$ cat src/verilog/pllmp_pkg.sv
`default_nettype none
package pllmp_pkg;

  // ************************************************************
  // Register map, I/O space, 16-bit words
  // ************************************************************
  localparam logic [15:0] MULT_OFFSET = 16'h1c88;
  localparam logic [15:0] PRESC_OFFSET = 16'h1c8a;
  localparam int DATA_W = 16;
  localparam int FIELD_W = 5;

  // ************************************************************
  // Field positions
  // ************************************************************
  localparam int FIELD_LSB = 0;
  localparam int FIELD_MSB = 4;
  localparam int PRESC_EN_BIT = 15;

  // ************************************************************
  // Values after reset and legal multiplier codes
  // ************************************************************
  localparam logic [4:0] MULT_RESET = 5'h00;
  localparam logic [4:0] RATIO_RESET = 5'h00;
  localparam logic PRESC_EN_RESET = 1'b1;
  localparam logic [4:0] MULT_MIN = 5'h02;
  localparam logic [4:0] MULT_MAX = 5'h0f;
  localparam logic [15:0] READ_ZERO = 16'h0000;

  // ************************************************************
  // Carriers
  // ************************************************************
  typedef struct packed {
    logic [15:0] addr;
    logic wr;
    logic rd;
    logic [15:0] wdata;
  } pllmp_io_req_type;

  typedef struct packed {
    logic [4:0] mult;
    logic mult_legal;
    logic loop_active;
    logic presc_tick;
    logic presc_en;
  } pllmp_loop_cfg_type;

endpackage : pllmp_pkg
`default_nettype wire

$ cat src/verilog/pllmp_regs.sv
// What this block does
// - Multiplier field is bits 4:0; codes 2..15 multiply, others reserved.
// - Reserved bits read zero; writes to them change nothing.
// - Prescaler ratio field bits 4:0 sets reference pre-division.
// - Prescaler divides by ratio field plus one.
// - Ratio all ones divides by 32; no ratio code is reserved.
// - Prescaler enable is bit 15, read/write, resets to one.
// - Writing zero to the enable bit stops the prescaler.
// - Ratio and multiplier fields both reset to zero.
// - Locked loop frequency follows multiplier and ratio fields.
// - Loop mode enable cleared means bypass of the loop; the prescaler keeps ticking.
`timescale 1ns/1ps
`default_nettype none
module pllmp_regs #(
  parameter int RATIO_W = pllmp_pkg::FIELD_W
) (
  input wire logic CLK_SYS_I,
  input wire logic NRST_I,
  input wire pllmp_pkg::pllmp_io_req_type IO_REQ_I,
  input wire logic LOOP_MODE_ENABLE_I,
  output logic [15:0] IO_RDATA_O,
  output pllmp_pkg::pllmp_loop_cfg_type LOOP_CFG_O
);
  import pllmp_pkg::*;

  // ************************************************************
  // Parameter check
  // ************************************************************
  generate
    if (RATIO_W != FIELD_W) begin : g_bad_width
      $error("RATIO_W must equal the 5-bit ratio field");
    end
  endgenerate

  // ************************************************************
  // State
  // ************************************************************
  typedef struct packed {
    logic [4:0] mult;
    logic mult_legal;
    logic [4:0] ratio;
    logic presc_en;
    logic [4:0] cnt;
    logic tick;
    logic loop_active;
    logic [15:0] rdata;
  } pllmp_state_type;

  pllmp_state_type st;
  pllmp_state_type next_st;

  function automatic logic mult_is_legal(input logic [4:0] code);
    mult_is_legal = (code >= MULT_MIN) && (code <= MULT_MAX);
  endfunction : mult_is_legal

  function automatic logic [15:0] read_word(input logic [15:0] addr,
                                            input pllmp_state_type s);
    read_word = READ_ZERO;
    if (addr == MULT_OFFSET) begin
      read_word[FIELD_MSB:FIELD_LSB] = s.mult;
    end else if (addr == PRESC_OFFSET) begin
      read_word[FIELD_MSB:FIELD_LSB] = s.ratio;
      read_word[PRESC_EN_BIT] = s.presc_en;
    end
  endfunction : read_word

  wire logic hit_mult = IO_REQ_I.wr && (IO_REQ_I.addr == MULT_OFFSET);
  wire logic hit_presc = IO_REQ_I.wr && (IO_REQ_I.addr == PRESC_OFFSET);

  always_comb begin
    next_st = st;
    // Only the field bits are stored; reserved bits are dropped
    if (hit_mult) begin
      next_st.mult = IO_REQ_I.wdata[FIELD_MSB:FIELD_LSB];
    end
    // Reserved codes are flagged, never remapped, so software
    // sees what it wrote; the loop must not lock on them
    next_st.mult_legal = mult_is_legal(next_st.mult);
    if (hit_presc) begin
      next_st.ratio = IO_REQ_I.wdata[FIELD_MSB:FIELD_LSB];
      next_st.presc_en = IO_REQ_I.wdata[PRESC_EN_BIT];
    end
    // Divider runs on the stored ratio, so a new ratio takes effect
    // one cycle after the write; a shrink mid-count wraps at once
    if (!st.presc_en) begin
      next_st.cnt = 5'h00;
      next_st.tick = 1'b0;
    end else if (st.cnt >= st.ratio) begin
      next_st.cnt = 5'h00;
      next_st.tick = 1'b1;
    end else begin
      next_st.cnt = st.cnt + 5'h01;
      next_st.tick = 1'b0;
    end
    // Bypass: loop output not used, multiplier ignored downstream
    next_st.loop_active = LOOP_MODE_ENABLE_I;
    if (IO_REQ_I.rd) begin
      next_st.rdata = read_word(IO_REQ_I.addr, st);
    end
  end

  always_ff @(posedge CLK_SYS_I or negedge NRST_I) begin
    if (!NRST_I) begin
      st.mult <= MULT_RESET;
      st.mult_legal <= 1'b0;
      st.ratio <= RATIO_RESET;
      st.presc_en <= PRESC_EN_RESET;
      st.cnt <= 5'h00;
      st.tick <= 1'b0;
      st.loop_active <= 1'b0;
      st.rdata <= READ_ZERO;
    end else begin
      st <= next_st;
    end
  end

  // ************************************************************
  // Outputs, all from flip-flops
  // ************************************************************
  assign IO_RDATA_O = st.rdata;
  assign LOOP_CFG_O.mult = st.mult;
  assign LOOP_CFG_O.mult_legal = st.mult_legal;
  assign LOOP_CFG_O.loop_active = st.loop_active;
  assign LOOP_CFG_O.presc_tick = st.tick;
  assign LOOP_CFG_O.presc_en = st.presc_en;
endmodule : pllmp_regs
`default_nettype wire

$ cat config.mk
export PLATFORM = sky130hd
export DESIGN_NAME = pllmp_regs
export DESIGN_NICKNAME = d
export VERILOG_FILES = /design/src/verilog/pllmp_pkg.sv /design/src/verilog/pllmp_regs.sv
export SDC_FILE = /design/constraint.sdc
export NUM_CORES = 1
export LEC_CHECK = 0
export BUFFER_PORTS_ARGS = -buffer_cell sky130_fd_sc_hd__buf_2
export CORE_ASPECT_RATIO = 0.75
export CORE_MARGIN = 10
export CORE_UTILIZATION = 35
export CTS_CLUSTER_SIZE = 8
export DETAILED_ROUTE_END_ITERATION = 10
export RECOVER_POWER = 100
export SLEW_MARGIN = 20
export SYNTH_ARGS = -nofsm -noshare
export SYNTH_HDL_FRONTEND = slang
export SYNTH_SLANG_ARGS = --single-unit
export TNS_END_PERCENT = 1
$ cat constraint.sdc
create_clock -name CLK_SYS_I -period 3.6 [get_ports CLK_SYS_I]
set_clock_uncertainty 0.2 [all_clocks]
set_input_delay 1.08 -clock CLK_SYS_I [delete_from_list [all_inputs] [get_ports CLK_SYS_I]]
set_output_delay 1.08 -clock CLK_SYS_I [all_outputs]
set_load 0.02 [all_outputs]
==> impl_metrics.csv <==
group,metric,value,unit
outcome,status,"finished, final reports clean",
cells_and_area,nNetsFinal,193,
global_route,grt_pass1_wl,4.75,mm
sta,max_freq,385,MHz
power_and_ir_drop,intPower,0.000372,W
global_route,grtUsageTotal,8.85,%
power_and_ir_drop,powerDensity,322,nW/um2
synth,synth_cell_types,30,
cts,post_cts_resized,0,
setup_path,crit_buf_inv,1,
worst_hold_path,hold_class,"reg2reg",
cts,cts_tree,"yes",
global_route,grt_overflow_total,0,
synth,netlist.area_leader.share,43.4,%
floorplan,fp.dieH,74.5,um
sta,slew_violations,0,
synth,synthArstFlopShare,100,%
setup_path,cpPeakStageDelay,0.51,ns
detailed_routing,drt.antenna.violating_nets,0,
floorplan,die_area,6890,um2
synth,synth_commonest_cells,"buf_4, dfrtp_1, mux2_2",
power_and_ir_drop,switching_share,23.2,%
power_and_ir_drop,vdd_drop_max,0.123,mV
power_and_ir_drop,p_switching,0.000113,W
floorplan,coreArea,3730,um2
detailed_routing,drt-wirelength-per-cell,14.4,um
cts,clk_pin_slew,0.08,ns
detailed_routing,via_per_inst,4.44,
synth,synth_seq_area_share,45.3,%
cts,clock_latency,0.27,ns
global_route,grt_max_degree,26,
cells_and_area,area_delta_synth_final,8.68,%
synth,synth_top_family_by_area,"buffers and inverters",
detailed_routing,dr.pass1.iters,2,
synth,yosys-mux-area-fraction,13.4,%
synth,synth-simple-area-share,11.5,%
sta,period_share,72.2,%
power_and_ir_drop,comb_power_share,7.8,%
setup_path,cpMaxStageDelayCell,"nor2_1",
power_and_ir_drop,power,0.000484,W
setup_path,r2r_end,"st[20]$_DFF_PN0_",
cts,clock_sinks,25,
synth,synthAdderAreaFrac,5.42,%
setup_path,r2r_cells,5,
cts,cts.path.max_buffers,2,
cells_and_area,diodes,0,
synth,synth_top_area_cell,"dfrtp_1",
setup_path,path_class,"in2reg",
sta,max-slew-margin-rel,10.0,%
worst_hold_path,min_to,"IO_RDATA_O[15]$_DFFE_PN0P_",
sta,hold_violations,0,
setup_path,path_cells,"buf_2 -> nor4_1 -> nand4_1 -> nor2_1 -> mux2_2",
synth,synth_compound_area_share,5.97,%
synth,synth-seq-cells,25,
cts,numCtsBuffers,3,
place,port_buffers,41,
cts,cts-root-buf,"clkbuf_8",
power_and_ir_drop,p_leak,0.739,nW
sta,fin_crit,2.60,ns
setup_path,start_kind,"primary input",
place,place_hpwl,2.46,mm
cells_and_area,n_fill_cell,408,
global_route,grt_pass1_vias,1001,
cts,cts_htree_levels,1,
synth,yosys_most_used_dff,"dfrtp_1",
cts,holdBufCountCts,0,
job,maxCapViolCount,0,
setup_path,cp.required,3.56,ns
synth,syn_area,1380,um2
setup_path,timing.rr.start,"st[20]$_DFF_PN0_",
sta,worst_pin_slew,1.35,ns
power_and_ir_drop,p_seq_share,58.1,%
floorplan,die_x,92.6,um
place,dp_cells,197,
floorplan,io-pin-count,62,
global_route,antenna_found_initial,0,
detailed_routing,drc,0,
detailed_routing,dr_total_vias,892,
place,globalplace.congestion,0.767,
detailed_routing,drt-initial-drc-count,29,
cells_and_area,drive_above_1_share,30.2,%
cells_and_area,instances_no_fill,201,
detailed_routing,totalWireLength,2.89,mm
floorplan,rows,19,
worst_hold_path,min_from,"IO_RDATA_O[15]$_DFFE_PN0P_",
setup_path,arrival,2.56,ns
sta,setup_viol,0,
worst_hold_path,holdPathStages,1,
synth,synthXorXnorAreaFrac,1.90,%
sta,grt_setup_unrepaired,"no",
synth,synth_edf_count,0,
setup_path,critPathCaptureType,"flop",
cts,post_cts_buffers,0,
synth,yosysWarningCount,0,
floorplan,start_util,37.1,%
sta,tns,0,ns
setup_path,crit_fanout,6,
synth,yosysMostFrequentCell,"buf_4",
power_and_ir_drop,pwr-share-clk,34.0,%
setup_path,rrSetupSlack,1.87,ns
synth,synth_area_per_cell,11.3,um2
setup_path,cpLargestDelayFamily,"simple AND/OR/NAND/NOR gates",
synth,synthTopCellsByArea,"dfrtp_1, buf_4, mux2_2",
synth,syn_inst,122,
how the worst max path moves through the flow:
stage	to	startpoint	cells after the start	slack [ns]
2_1_floorplan	LOOP_CFG_O[4]$_DFF_PN0_	IO_REQ_I[18]	4	1.07
3_3_place_gp	LOOP_CFG_O[3]$_DFF_PN0_	IO_REQ_I[18]	5	0.84
3_5_place_dp	LOOP_CFG_O[7]$_DFF_PN0_	IO_REQ_I[18]	5	0.80
4_1_cts	LOOP_CFG_O[7]$_DFF_PN0_	IO_REQ_I[18]	5	1.09
5_1_grt	st[28]$_DFFE_PN0P_	IO_REQ_I[18]	5	0.87
6_report	st[27]$_DFFE_PN0P_	IO_REQ_I[18]	5	1.00
layer usage:
| layer | track usage (%) | vias to the layer above | part of all wire, % | wire length [um] |
|---|---|---|---|---|
| met5 | 0 | - | 0 | 0 |
| met4 | 3.41 | 0 | 1.0 | 29 |
| met3 | 5.13 | 4 | 11 | 307 |
| met2 | 14.4 | 30 | 47 | 1360 |
| met1 | 9.50 | 421 | 41 | 1200 |
| li1 | - | 437 | - | - |
stage by stage:
step	area (um2)	setup slack [ns]	util [%]	hold slack (ns)
floorplan	1420	1.07	-	0.255
global placement	1490	0.841	40.0	0.264
detailed placement	1490	0.800	40.0	0.282
CTS	1540	1.09	41.2	0.302
global route	1500	0.867	40.3	0.321
finish	1500	1.00	40.3	0.295
layout make-up:
type	count	area [um2]	area share (%)
clock buffers	3	41.3	2.75
repair buffers	41	185	12.3
clock inverters	1	5.00	0.333
inverters	8	30.0	2.00
well taps	52	65.1	4.33
flip-flops and latches	25	627	41.7
multi-input cells	71	551	36.6
flip-flops by register name, summed over array words and instances, names as in the netlist:
register / flops
st: 10
LOOP_CFG_O: 9
IO_RDATA_O: 6
cells in the final DEF (no fill, tap or decap), types with 2 or more instances in the layout:
cell / Yosys / layout
nor2_1: 7 / 8
nand2_1: 2 / 2
clkbuf_1: 2 / 16
buf_2: 0 / 25
mux2_2: 12 / 12
ha_1: 6 / 6
inv_1: 8 / 8
o2bb2ai_1: 6 / 6
xor2_1: 2 / 2
nor3_1: 3 / 3
nand3_1: 2 / 2
mux2i_1: 5 / 5
conb_1: 1 / 10
clkbuf_8: 0 / 3
dfrtp_1: 24 / 24
a21oi_1: 2 / 2
power groups by stage:
stage	sequential, W	combinational (W)	clock, W
floorplan	0.000287	0.0000262	0
global placement	0.000287	0.0000382	0
detailed placement	0.000287	0.0000394	0
CTS	0.000281	0.0000393	0.000171
global route	0.000282	0.0000425	0.000184
finish	0.000281	0.0000380	0.000165
worst register-to-register path: stages, from the launching register on:
cell and delay [ns]:
dfrtp_1 0.43, ha_1 0.31, a21o_1 0.11, a21oi_1 0.07
o211ai_1 0.38, nor2_1 0.10
logic make-up after synthesis:
| group | count (synthesis) |
|---|---|
| other | 1 |
| multiplexers | 17 |
| XOR/XNOR | 3 |
| AO/OA/AOI/OAI | 11 |
| buffers and inverters | 35 |
| adder cells (fa/ha/maj) | 6 |
| flip-flops | 25 |
| AND/OR/NAND/NOR | 24 |
Note: power is estimated with default switching activity, not from simulation.
